## src/core/uts_pkg.sv

```systemverilog
package uts_pkg;
	// Register byte offsets on the bus
	localparam logic [7:0] UTS_OFS_MODE0 = 8'h00;
	localparam logic [7:0] UTS_OFS_MODE1 = 8'h04;
	localparam logic [7:0] UTS_OFS_CTRL = 8'h08;
	localparam logic [7:0] UTS_OFS_BAUD = 8'h0C;
	localparam logic [7:0] UTS_OFS_STAT = 8'h10;
	localparam logic [7:0] UTS_OFS_BUF = 8'h14;
	// Field positions
	localparam int UTS_DIR_BIT = 0;
	localparam int UTS_RSEL_BIT = 4;
	localparam int UTS_EN_BIT = 0;
	localparam int UTS_FER_BIT = 0;
	localparam int UTS_OER_BIT = 1;
	localparam int UTS_PER_BIT = 2;
	localparam int UTS_FUL_BIT = 3;
	// Baud counter width, reset value and smallest effective count
	localparam int UTS_BAUD_W = 12;
	localparam logic [11:0] UTS_BAUD_RST = 12'h0FF;
	localparam logic [11:0] UTS_BAUD_MIN = 12'h007;
	localparam logic [7:0] UTS_CFG_RST = 8'h00;

	// Frame format, same layout as the mode 1 register
	typedef struct packed {
		logic msb_first;
		logic neg;
		logic stop2;
		logic odd;
		logic par_en;
		logic [1:0] len;
	} uts_frame_cfg_type;

	// Classic Wishbone request from the master
	typedef struct packed {
		logic cyc;
		logic stb;
		logic we;
		logic [3:0] sel;
		logic [7:0] adr;
		logic [31:0] dat;
	} uts_wb_req_type;

	typedef enum logic [2:0] {
		T_IDLE = 3'b000, T_ARM = 3'b001, T_START = 3'b010,
		T_DATA = 3'b011, T_PAR = 3'b100, T_STOP = 3'b101
	} uts_tx_state_type;

	typedef enum logic [2:0] {
		R_IDLE = 3'b000, R_START = 3'b001, R_DATA = 3'b010,
		R_PAR = 3'b011, R_XFER = 3'b100, R_STOP = 3'b101
	} uts_rx_state_type;

	// Word length code 0..3 means 8..5 data bits
	function automatic logic [3:0] uts_data_bits(input logic [1:0] code);
		return 4'h8 - {2'b00, code};
	endfunction

	function automatic logic [7:0] uts_data_mask(input logic [1:0] code);
		return 8'hFF >> code;
	endfunction
endpackage

```

## src/core/uts_baud_gen.sv

```systemverilog
`timescale 1ns/1ps
`default_nettype none
module uts_baud_gen import uts_pkg::*; #(
	parameter int CW = UTS_BAUD_W
) (
	input wire logic core_clk,
	input wire logic rst_b,
	input wire logic run,
	input wire logic restart,
	input wire logic [CW-1:0] limit,
	output logic fall_en,
	output logic rise_en
);
	logic [CW-1:0] cnt_reg;
	logic [CW-1:0] eff;
	logic [CW:0] half;

	if (CW < 4) begin : g_bad_width
		$error("uts_baud_gen: CW must be at least 4");
	end

	// Short counts behave as the minimum count
	always_comb begin
		eff = (limit < CW'(UTS_BAUD_MIN)) ? CW'(UTS_BAUD_MIN) : limit;
		half = ({1'b0, eff} + 1'b1) >> 1;
	end

	// Bit period counter, restarted to align the transfer clock
	always_ff @(posedge core_clk or negedge rst_b) begin
		if (!rst_b) begin
			cnt_reg <= '0;
		end else if (!run || restart || cnt_reg >= eff) begin
			cnt_reg <= '0;
		end else begin
			cnt_reg <= cnt_reg + 1'b1;
		end
	end

	// Falling edge opens a bit, rising edge sits mid-bit
	assign fall_en = run && !restart && (cnt_reg == '0);
	assign rise_en = run && !restart && ({1'b0, cnt_reg} == half);
endmodule
`default_nettype wire

```

## src/core/uts_rx_align.sv

```systemverilog
`timescale 1ns/1ps
`default_nettype none
module uts_rx_align import uts_pkg::*; (
	input wire logic [7:0] raw,
	input wire logic par_bit,
	input wire uts_frame_cfg_type cfg,
	output logic [7:0] word,
	output logic par_err
);
	// Right-align the shifted word and zero the unused upper bits
	always_comb begin
		if (cfg.msb_first) begin
			word = raw & uts_data_mask(cfg.len);
		end else begin
			word = raw >> cfg.len;
		end
		par_err = cfg.par_en && ((^word) ^ par_bit ^ cfg.odd);
	end
endmodule
`default_nettype wire

```

## src/core/uts_top.sv

```systemverilog
// Local design decisions: the Wishbone register port and the placing of the registers.
`timescale 1ns/1ps
`default_nettype none
// What this block does
// - Short received words right-aligned, upper bits zero
// - Receive mode holds transmit line high
// - Transmit starts on enable with transmit direction
// - Enable starts baud transfer clock
// - Start, data, parity, stops from falling edges
// - Interrupt when each start bit goes out
// - Buffer write sets full; next word follows
// - Empty buffer: finish stop, clear enable, interrupt
// - Start bit detection restarts transfer clock
// - Rising edges sample data and parity
// - Word moves to buffer on next falling edge
// - Following rising edge: interrupt, stop/parity check
// - Detected errors set status flags
// - Sampling rising edge at bit centre
// - Reception repeats until enable cleared
// - Clearing enable at frame end keeps data
// - Any status write clears all flags
// - Overrun when unread word is overwritten
// - Frame 5-8 bits, parity, stops, order, polarity
// - Framing flag from start/stop, each reception
module uts_top import uts_pkg::*; (
	input wire logic core_clk,
	input wire logic rst_b,
	input wire uts_wb_req_type wb_req,
	output logic wb_ack,
	output logic [31:0] wb_dat_o,
	input wire logic serial_rx_line0,
	input wire logic serial_rx_line1,
	output logic serial_tx_line,
	output logic serial_irq
);
	logic ack_reg;
	logic [31:0] dat_reg;
	logic dir_rx_reg;
	logic rsel_reg;
	uts_frame_cfg_type cfg_reg;
	logic en_reg;
	logic [11:0] baud_reg;
	logic fer_reg, oer_reg, per_reg, ful_reg;
	logic [7:0] buf_reg;
	logic unread_reg;
	logic irq_reg;
	logic line_reg;
	uts_tx_state_type tx_state_reg;
	logic [7:0] tx_word_reg;
	logic [3:0] tx_idx_reg;
	logic tx_stop2_reg;
	uts_rx_state_type rx_state_reg;
	logic [7:0] rx_sr_reg;
	logic [3:0] rx_idx_reg;
	logic rx_par_reg;
	logic rx_bad_start_reg;
	logic wb_hit, wb_do, wr, rd;
	logic wr_ctrl, wr_stat, wr_buf;
	logic [31:0] rd_data;
	logic fall_en, rise_en;
	logic tx_restart, rx_restart;
	logic [3:0] nbits;
	logic [7:0] dmask;
	logic tx_load, tx_irq, tx_done;
	logic tx_level;
	logic [2:0] tx_pos;
	logic rx_level, rx_xfer, rx_done;
	logic [7:0] rx_word;
	logic rx_par_err;

	assign nbits = uts_data_bits(cfg_reg.len);
	assign dmask = uts_data_mask(cfg_reg.len);

	// Bus decode: request seen, then committed on the ack cycle
	assign wb_hit = wb_req.cyc && wb_req.stb;
	assign wb_do = wb_hit && ack_reg;
	assign wr = wb_do && wb_req.we;
	assign rd = wb_do && !wb_req.we;
	assign wr_ctrl = wr && wb_req.sel[0] && (wb_req.adr == UTS_OFS_CTRL);
	assign wr_stat = wr && (wb_req.sel != 4'h0) && (wb_req.adr == UTS_OFS_STAT);
	assign wr_buf = wr && wb_req.sel[0] && (wb_req.adr == UTS_OFS_BUF);

	// Read view; error flags hide in transmit, full hides in receive
	always_comb begin
		rd_data = 32'h0000_0000;
		if (wb_req.adr == UTS_OFS_MODE0) begin
			rd_data[UTS_DIR_BIT] = dir_rx_reg;
			rd_data[UTS_RSEL_BIT] = rsel_reg;
		end else if (wb_req.adr == UTS_OFS_MODE1) begin
			rd_data[6:0] = cfg_reg;
		end else if (wb_req.adr == UTS_OFS_CTRL) begin
			rd_data[UTS_EN_BIT] = en_reg;
		end else if (wb_req.adr == UTS_OFS_BAUD) begin
			rd_data[11:0] = baud_reg;
		end else if (wb_req.adr == UTS_OFS_STAT) begin
			rd_data[UTS_FER_BIT] = fer_reg && dir_rx_reg;
			rd_data[UTS_OER_BIT] = oer_reg && dir_rx_reg;
			rd_data[UTS_PER_BIT] = per_reg && dir_rx_reg;
			rd_data[UTS_FUL_BIT] = ful_reg && !dir_rx_reg;
		end else if (wb_req.adr == UTS_OFS_BUF) begin
			rd_data[7:0] = buf_reg;
		end
	end

	// Ack one cycle after the request, dropped the cycle after
	always_ff @(posedge core_clk or negedge rst_b) begin
		if (!rst_b) begin
			ack_reg <= 1'b0;
			dat_reg <= 32'h0000_0000;
		end else begin
			ack_reg <= wb_hit && !ack_reg;
			if (wb_hit && !ack_reg) begin
				dat_reg <= rd_data;
			end
		end
	end

	// Mode, format and baud registers
	always_ff @(posedge core_clk or negedge rst_b) begin
		if (!rst_b) begin
			dir_rx_reg <= 1'b0;
			rsel_reg <= 1'b0;
			cfg_reg <= uts_frame_cfg_type'(UTS_CFG_RST[6:0]);
			baud_reg <= UTS_BAUD_RST;
		end else if (wr) begin
			if (wb_req.adr == UTS_OFS_MODE0 && wb_req.sel[0]) begin
				dir_rx_reg <= wb_req.dat[UTS_DIR_BIT];
				rsel_reg <= wb_req.dat[UTS_RSEL_BIT];
			end
			if (wb_req.adr == UTS_OFS_MODE1 && wb_req.sel[0]) begin
				cfg_reg <= uts_frame_cfg_type'(wb_req.dat[6:0]);
			end
			if (wb_req.adr == UTS_OFS_BAUD) begin
				if (wb_req.sel[0]) begin
					baud_reg[7:0] <= wb_req.dat[7:0];
				end
				if (wb_req.sel[1]) begin
					baud_reg[11:8] <= wb_req.dat[11:8];
				end
			end
		end
	end

	// Enable: software write wins, transmitter clears it at the end
	always_ff @(posedge core_clk or negedge rst_b) begin
		if (!rst_b) begin
			en_reg <= 1'b0;
		end else if (wr_ctrl) begin
			en_reg <= wb_req.dat[UTS_EN_BIT];
		end else if (tx_done) begin
			en_reg <= 1'b0;
		end
	end

	// Transfer clock, paced by the programmed rate while enabled
	uts_baud_gen #(
		.CW(UTS_BAUD_W)
	) u_baud (
		.core_clk(core_clk),
		.rst_b(rst_b),
		.run(en_reg),
		.restart(tx_restart || rx_restart),
		.limit(baud_reg),
		.fall_en(fall_en),
		.rise_en(rise_en)
	);

	// Transmit bit selection in the chosen order
	always_comb begin
		tx_pos = cfg_reg.msb_first ? 3'(nbits - 4'h1 - tx_idx_reg) : tx_idx_reg[2:0];
		case (tx_state_reg)
			T_START: tx_level = 1'b0;
			T_DATA: tx_level = tx_word_reg[tx_pos];
			T_PAR: tx_level = (^(tx_word_reg & dmask)) ^ cfg_reg.odd;
			default: tx_level = 1'b1;
		endcase
	end

	assign tx_restart = en_reg && !dir_rx_reg && (tx_state_reg == T_IDLE);
	assign tx_load = fall_en && ((tx_state_reg == T_ARM) ||
		(tx_state_reg == T_STOP && !(cfg_reg.stop2 && !tx_stop2_reg) && ful_reg));
	assign tx_done = fall_en && tx_state_reg == T_STOP &&
		!(cfg_reg.stop2 && !tx_stop2_reg) && !ful_reg;
	assign tx_irq = tx_load || tx_done;

	// Transmit sequencer, one step per transfer clock falling edge
	always_ff @(posedge core_clk or negedge rst_b) begin
		if (!rst_b) begin
			tx_state_reg <= T_IDLE;
			tx_word_reg <= 8'h00;
			tx_idx_reg <= 4'h0;
			tx_stop2_reg <= 1'b0;
		end else if (!en_reg || dir_rx_reg) begin
			tx_state_reg <= T_IDLE;
		end else begin
			case (tx_state_reg)
				T_IDLE: tx_state_reg <= T_ARM;
				T_ARM: begin
					if (fall_en) begin
						tx_state_reg <= T_START;
					end
				end
				T_START: begin
					if (fall_en) begin
						tx_state_reg <= T_DATA;
						tx_idx_reg <= 4'h0;
					end
				end
				T_DATA: begin
					if (fall_en) begin
						tx_idx_reg <= tx_idx_reg + 4'h1;
						if (tx_idx_reg == nbits - 4'h1) begin
							tx_state_reg <= cfg_reg.par_en ? T_PAR : T_STOP;
							tx_stop2_reg <= 1'b0;
						end
					end
				end
				T_PAR: begin
					if (fall_en) begin
						tx_state_reg <= T_STOP;
						tx_stop2_reg <= 1'b0;
					end
				end
				T_STOP: begin
					if (fall_en && cfg_reg.stop2 && !tx_stop2_reg) begin
						tx_stop2_reg <= 1'b1;
					end else if (tx_load) begin
						tx_state_reg <= T_START;
					end else if (tx_done) begin
						tx_state_reg <= T_IDLE;
					end
				end
				default: tx_state_reg <= T_IDLE;
			endcase
			if (tx_load) begin
				tx_word_reg <= buf_reg;
			end
		end
	end

	// Line output; receive mode forces a high level
	always_ff @(posedge core_clk or negedge rst_b) begin
		if (!rst_b) begin
			line_reg <= 1'b1;
		end else begin
			line_reg <= dir_rx_reg ? 1'b1 : (tx_level ^ cfg_reg.neg);
		end
	end

	// Receive path: chosen pin, polarity removed
	assign rx_level = (rsel_reg ? serial_rx_line1 : serial_rx_line0) ^ cfg_reg.neg;
	assign rx_restart = en_reg && dir_rx_reg && rx_state_reg == R_IDLE && !rx_level;
	assign rx_xfer = (rx_state_reg == R_XFER) && fall_en;
	assign rx_done = (rx_state_reg == R_STOP) && rise_en;

	uts_rx_align u_align (
		.raw(rx_sr_reg),
		.par_bit(rx_par_reg),
		.cfg(cfg_reg),
		.word(rx_word),
		.par_err(rx_par_err)
	);

	// Receive sequencer; restart aligns rising edges to bit centres
	always_ff @(posedge core_clk or negedge rst_b) begin
		if (!rst_b) begin
			rx_state_reg <= R_IDLE;
			rx_sr_reg <= 8'h00;
			rx_idx_reg <= 4'h0;
			rx_par_reg <= 1'b0;
			rx_bad_start_reg <= 1'b0;
		end else if (!en_reg || !dir_rx_reg) begin
			rx_state_reg <= R_IDLE;
		end else begin
			case (rx_state_reg)
				R_IDLE: begin
					if (rx_restart) begin
						rx_state_reg <= R_START;
						rx_idx_reg <= 4'h0;
					end
				end
				R_START: begin
					if (rise_en) begin
						rx_bad_start_reg <= rx_level;
						rx_state_reg <= R_DATA;
					end
				end
				R_DATA: begin
					if (rise_en) begin
						rx_sr_reg <= cfg_reg.msb_first ? {rx_sr_reg[6:0], rx_level} :
							{rx_level, rx_sr_reg[7:1]};
						rx_idx_reg <= rx_idx_reg + 4'h1;
						if (rx_idx_reg == nbits - 4'h1) begin
							rx_state_reg <= cfg_reg.par_en ? R_PAR : R_XFER;
						end
					end
				end
				R_PAR: begin
					if (rise_en) begin
						rx_par_reg <= rx_level;
						rx_state_reg <= R_XFER;
					end
				end
				R_XFER: begin
					if (fall_en) begin
						rx_state_reg <= R_STOP;
					end
				end
				R_STOP: begin
					if (rise_en) begin
						rx_state_reg <= R_IDLE;
					end
				end
				default: rx_state_reg <= R_IDLE;
			endcase
		end
	end

	// Shared buffer: software fills in transmit, receiver in receive
	always_ff @(posedge core_clk or negedge rst_b) begin
		if (!rst_b) begin
			buf_reg <= 8'h00;
		end else if (rx_xfer) begin
			buf_reg <= rx_word;
		end else if (wr_buf && !dir_rx_reg) begin
			buf_reg <= wb_req.dat[7:0];
		end
	end

	// Full flag: a set wins over load or status clear
	always_ff @(posedge core_clk or negedge rst_b) begin
		if (!rst_b) begin
			ful_reg <= 1'b0;
		end else if (wr_buf && !dir_rx_reg) begin
			ful_reg <= 1'b1;
		end else if (tx_load || wr_stat) begin
			ful_reg <= 1'b0;
		end
	end

	// Unread word marker survives disable so overrun still shows
	always_ff @(posedge core_clk or negedge rst_b) begin
		if (!rst_b) begin
			unread_reg <= 1'b0;
		end else if (rx_xfer) begin
			unread_reg <= 1'b1;
		end else if (rd && wb_req.adr == UTS_OFS_BUF) begin
			unread_reg <= 1'b0;
		end
	end

	// Error flags: updates win over a status write
	always_ff @(posedge core_clk or negedge rst_b) begin
		if (!rst_b) begin
			fer_reg <= 1'b0;
			per_reg <= 1'b0;
			oer_reg <= 1'b0;
		end else begin
			if (rx_done) begin
				fer_reg <= rx_bad_start_reg || !rx_level;
				per_reg <= rx_par_err;
			end else if (wr_stat) begin
				fer_reg <= 1'b0;
				per_reg <= 1'b0;
			end
			if (rx_xfer && unread_reg) begin
				oer_reg <= 1'b1;
			end else if (wr_stat) begin
				oer_reg <= 1'b0;
			end
		end
	end

	// One-cycle interrupt request pulse
	always_ff @(posedge core_clk or negedge rst_b) begin
		if (!rst_b) begin
			irq_reg <= 1'b0;
		end else begin
			irq_reg <= tx_irq || rx_done;
		end
	end

	assign wb_ack = ack_reg;
	assign wb_dat_o = dat_reg;
	assign serial_tx_line = line_reg;
	assign serial_irq = irq_reg;
endmodule
`default_nettype wire

```

## config.mk

```make
export PLATFORM = sky130hd
export DESIGN_NAME = uts_top
export DESIGN_NICKNAME = d
export VERILOG_FILES = /design/src/core/uts_pkg.sv /design/src/core/uts_baud_gen.sv /design/src/core/uts_rx_align.sv /design/src/core/uts_top.sv
export SDC_FILE = /design/constraint.sdc
export NUM_CORES = 1
export LEC_CHECK = 0
export BUFFER_PORTS_ARGS = -buffer_cell sky130_fd_sc_hd__buf_2
export CORE_MARGIN = 4
export CORE_UTILIZATION = 55
export CTS_CLUSTER_SIZE = 14
export DETAILED_ROUTE_END_ITERATION = 10
export HOLD_SLACK_MARGIN = 0.05
export PLACE_DENSITY = 0.74
export SYNTH_ARGS = -nofsm -noshare
export SYNTH_HDL_FRONTEND = slang
export SYNTH_SLANG_ARGS = --single-unit
```

## constraint.sdc

```tcl
create_clock -name core_clk -period 7.5 [get_ports core_clk]
set_input_delay 1.5 -clock core_clk [delete_from_list [all_inputs] [get_ports core_clk]]
set_output_delay 1.5 -clock core_clk [all_outputs]
set_load 0.01 [all_outputs]
```

==> results by stage <==
Critical path:
- The reg-to-reg critical path startpoint is baud_reg[11]$_DFFE_PN0P_.
- The critical path data arrival time is 4.25 ns.
- The startpoint class of the critical path is a flop.
- The required time reported for the critical path endpoint is 7.73 ns.
- The type of destination of the critical path is a flop.
- The type of the worst setup path is flop to flop.
- The worst setup path startpoint is baud_reg[11]$_DFFE_PN0P_.
- In this run the worst path has a maximum fanout of 22.

Logic synthesis:
- After synthesis the cells add up to 0.00613 mm^2.
- The post-synthesis xor/xnor area fraction is 6.37%.
- The main combinational cell family by area after synthesis is simple AND/OR/NAND/NOR gates.
- The total of flip-flops plus latches after synthesis is 95.
- After synthesis, the netlist uses 70 different library cells.
- Among all flip-flop cells after synthesis, the most frequent one is sky130_fd_sc_hd__dfrtp_1.
- Summed over all instances, the cell type with the most area after synthesis is sky130_fd_sc_hd__dfrtp_1.
- After synthesis, the cell types taking the most area are sky130_fd_sc_hd__dfrtp_1 (35%), sky130_fd_sc_hd__mux2_2 (7.0%), sky130_fd_sc_hd__nand2_1 (4.8%).
- Counting flops with a built-in enable in the synthesized netlist gives 0.
- Summing the areas of all compound-gate instances in the mapped netlist gives 13.7% of the synthesized area.
- Measured against the total synthesized area, the mux share comes to 11.8%.
- After synthesis, the share of flip-flops with an asynchronous set or reset is 100%.
- The number of standard cells after synthesis is 665.
- The synthesized netlist devotes 4.16% of its cell area to adder and majority cells.
- Summed over its instances, the top area cell type makes up 35.1% of the synthesized netlist area.
- The Yosys step of the flow raised 0 warnings.
- In this run the mean area of a mapped cell was 9.22 um^2.
- Summing the areas of all and, or, nand and nor instances in the mapped netlist gives 18.4% of the synthesized area.
- Of the synthesized area, sequential elements account for 39.0%.

Drt:
- In the final routing, the length of wire on met1 measures 6.47 mm.
- For this block, the initial DRC count from the detailed router was 437.
- The post-detailed-routing wire length is 14.9 mm.
- The remaining antenna violation count after routing is 0.
- For this run, the detailed router's first-pass iteration total came to 5.
- The highest layer touched by signal routing is met4.
- The average routed wire per standard cell is 17.9 um.
- The met2 wire length is 7.36 mm.
- Using the TritonRoute via totals, the vias-per-cell ratio works out to 5.94.
- The routed via count is 4967.
- In the detailed route, the total length drawn on met3 is 856 um.
- The final routed DRC violation total is 0.

Placement:
- The estimated wirelength of the detail-placed design is 11.2 mm.
- The last weighted congestion value of the routability-driven placer is 0.934.
- The number of buffers added on ports is 45.

STA:
- The actual slew at the worst max-slew pin is 1.04 ns.
- The post-route setup TNS is 0 ns.
- Dividing the final minimum period by the clock period gives 53.6%.
- The maximum clock rate is 249 MHz.
- Setup violations remaining at the end of the flow were counted as 0.
- Setup repair after global routing left no endpoint under its margin.
- The number of max-slew violations in the final report is 0.
- Measured against its own limit, the worst slew margin works out to 30.6%.
- The setup clock skew after layout is 0.0106 ns.
- For the finished layout, the period the worst path requires is 4.02 ns.
- The final number of hold-violating endpoints is 0.

Floorplanning:
- The initial core utilization is 56.3%.
- From left edge to right edge, the die measures 114 um.
- The die covers 0.0129 mm^2.
- For this design the top-level I/O count stands at 86.
- The die is 114 um tall.
- In this run the core area contains 38 standard-cell rows.
- The core region is 0.0109 mm^2.

Clocking:
- The clock passes through at most 2 buffers.
- Counting every sink on the clock net gives 95.
- The deepest level of the CTS H-tree is 3.
- Clock-pin slew was measured on the worst setup and hold paths at 0.09 ns.
- The cell sitting at the root of the clock tree is a sky130_fd_sc_hd__clkbuf_8.
- The later pin in the worst-skew pair is clocked with a latency of 0.38 ns.
- The buffers inserted during post-CTS setup optimization is 0.
- The count of instances resized after the clock tree is built is 0.
- The number of hold buffers added after CTS is 0.
- The number of clock buffers added by TritonCTS is 9.
- TritonCTS built the clock tree.

GRT:
- The pin count of the biggest net entering global routing is 83.
- The number of antenna violations at the first check in global routing is 0.
- The first global-routing pass estimated 24.7 mm of wire.
- Summed over all layers, the global routing overflow is 0.
- The overall fraction of global-route tracks in use is 24.2%.
- The via count of the first global-routing pass came to 4877.

Power and ir drop:
- The maximum vdd ir drop is 0.165 mV.
- The total power consumption of the routed design is 0.914 mW.
- The power density over the cells is 140 mW/mm^2.
- For this design the static power due to leakage is 2.92 nW.

Cells and area:
- Fill cells in the final layout number 943.
- Leaving out fill and tap cells, the most frequent cells in the layout are sky130_fd_sc_hd__dfrtp_1 (86), sky130_fd_sc_hd__nand2_1 (79), sky130_fd_sc_hd__nor2_1 (49), sky130_fd_sc_hd__buf_2 (44), sky130_fd_sc_hd__mux2_2 (38).
- The ratio of cells with drive above 1 in the final layout is 17.4%.
- The antenna diode instance count is 0.
- The area growth from synthesis to final layout is 6.37%.
- The most common library cell in the layout ignoring fill and taps is sky130_fd_sc_hd__dfrtp_1.
- At the end of the flow, the number of nets in the layout was 761.

Min path:
- The startpoint identified for the worst hold timing path is wb_dat_o[9]$_DFFE_PN0P_.
- The path type of the worst min-delay path is flop to flop.

Outcome:
- The flow ran to the end, and the final reports show no timing, DRC or antenna violations.

Job:
- The max capacitance violation total is 0.
==> cell usage after synthesis (3+ instances only) <==
| library cell | instances |
|---|---|
| sky130_fd_sc_hd__nand2_1 | 79 |
| sky130_fd_sc_hd__nand3_1 | 28 |
| sky130_fd_sc_hd__nor4_1 | 4 |
| sky130_fd_sc_hd__xnor2_1 | 29 |
| sky130_fd_sc_hd__and3_1 | 11 |
| sky130_fd_sc_hd__a22oi_1 | 3 |
| sky130_fd_sc_hd__clkbuf_1 | 20 |
| sky130_fd_sc_hd__a21oi_1 | 34 |
| sky130_fd_sc_hd__mux2_2 | 38 |
| sky130_fd_sc_hd__a21o_1 | 3 |
| sky130_fd_sc_hd__a211oi_1 | 4 |
| sky130_fd_sc_hd__o21ai_1 | 9 |
| sky130_fd_sc_hd__buf_4 | 24 |
| sky130_fd_sc_hd__a22o_1 | 5 |
| sky130_fd_sc_hd__xor2_1 | 13 |
| sky130_fd_sc_hd__nor2_1 | 49 |
| sky130_fd_sc_hd__a31oi_1 | 9 |
| sky130_fd_sc_hd__nand2b_1 | 13 |
| sky130_fd_sc_hd__dfrtp_1 | 86 |
| sky130_fd_sc_hd__o31ai_1 | 5 |
| sky130_fd_sc_hd__or3_1 | 3 |
| sky130_fd_sc_hd__nor3_1 | 14 |
| sky130_fd_sc_hd__o211ai_1 | 6 |
| sky130_fd_sc_hd__nand4_1 | 8 |
| sky130_fd_sc_hd__ha_1 | 18 |
| sky130_fd_sc_hd__dfstp_2 | 9 |
| sky130_fd_sc_hd__o21ai_0 | 24 |
| sky130_fd_sc_hd__buf_2 | 5 |
| sky130_fd_sc_hd__nor2b_1 | 5 |
| sky130_fd_sc_hd__o22ai_1 | 4 |
| sky130_fd_sc_hd__a222oi_1 | 3 |
| sky130_fd_sc_hd__and2_1 | 4 |
| sky130_fd_sc_hd__inv_1 | 28 |
| sky130_fd_sc_hd__mux2i_1 | 23 |
==> cells by family after synthesis <==
| family | Yosys count |
|---|---|
| and+or+nand+nor | 232 |
| AOI/OAI and AO/OA | 129 |
| DFF | 95 |
| buffers and inverters | 80 |
| muxes | 65 |
| xor gates and xnor gates | 43 |
| adders and majority gates | 20 |
| other | 1 |
==> where the power goes <==
group	total, mW	internal (mW)	switching [mW]
Combinational	0.0528	0.0161	0.0367
Clock	0.340	0.155	0.185
Sequential	0.521	0.517	0.00359
Total	0.914	0.688	0.225
==> worst max-delay path: stages (launching register included) <==
cell	delay, ns
sky130_fd_sc_hd__dfrtp_1	0.50
sky130_fd_sc_hd__nor3_1	0.44
sky130_fd_sc_hd__nand3_1	0.14
sky130_fd_sc_hd__nand2b_1	0.13
sky130_fd_sc_hd__ha_1	0.25
sky130_fd_sc_hd__and3_1	0.28
sky130_fd_sc_hd__nand3_1	0.21
sky130_fd_sc_hd__o31a_1	0.38
sky130_fd_sc_hd__nor4_2	0.37
sky130_fd_sc_hd__nand3_1	0.65
sky130_fd_sc_hd__o211ai_1	0.41
sky130_fd_sc_hd__o31ai_1	0.12
==> through the flow <==
| step | instances | worst slack (ns) | utilization (%) | cell area, um^2 | hold WS (ns) |
|---|---|---|---|---|---|
| after floorplan | 684 | 4.11 | - | 6200 | 0.453 |
| after global placement | 820 | 3.38 | 58.1 | 6330 | 0.446 |
| after detailed placement | 820 | 3.32 | 58.1 | 6330 | 0.457 |
| after CTS | 836 | 3.57 | 59.9 | 6520 | 0.477 |
| after global routing | 836 | 3.06 | 59.9 | 6520 | 0.494 |
| final | 836 | 3.48 | 59.9 | 6520 | 0.469 |
==> metal layers <==
| layer | vias to the layer above | track usage (%) |
|---|---|---|
| li1 | 2364 | - |
| met1 | 2423 | 31.4 |
| met2 | 156 | 40.2 |
| met3 | 24 | 6.42 |
| met4 | 0 | 6.49 |
| met5 | - | 0 |
==> worst paths after layout <==
| kind | cells past startpoint | slack, ns | endpoint |
|---|---|---|---|
| hold / removal | 2 | 0.47 | wb_dat_o[9]$_DFFE_PN0P_ |
| min in group asynchronous | 1 | 0.96 | baud_reg[9]$_DFFE_PN0P_ |
| setup reg to reg | 11 | 3.48 | rx_idx_reg[2]$_DFFE_PN0P_ |
| hold reg to reg | 2 | 0.47 | wb_dat_o[9]$_DFFE_PN0P_ |
| setup / recovery | 11 | 3.48 | rx_idx_reg[2]$_DFFE_PN0P_ |
| max in group asynchronous | 2 | 5.27 | tx_word_reg[1]$_DFFE_PN0P_ |
==> final cells by class <==
cell class	count	area, um^2	share of cell area [%]
Clock buffer	11	131	2.01
Clock inverter	5	57.6	0.883
Inverter	29	109	1.67
Multi-Input combinational cell	509	3420	52.4
Sequential cell	95	2390	36.6
Tap cell	140	175	2.69
Timing Repair Buffer	47	243	3.72
No activity file was read; power rests on OpenSTA's default activity.
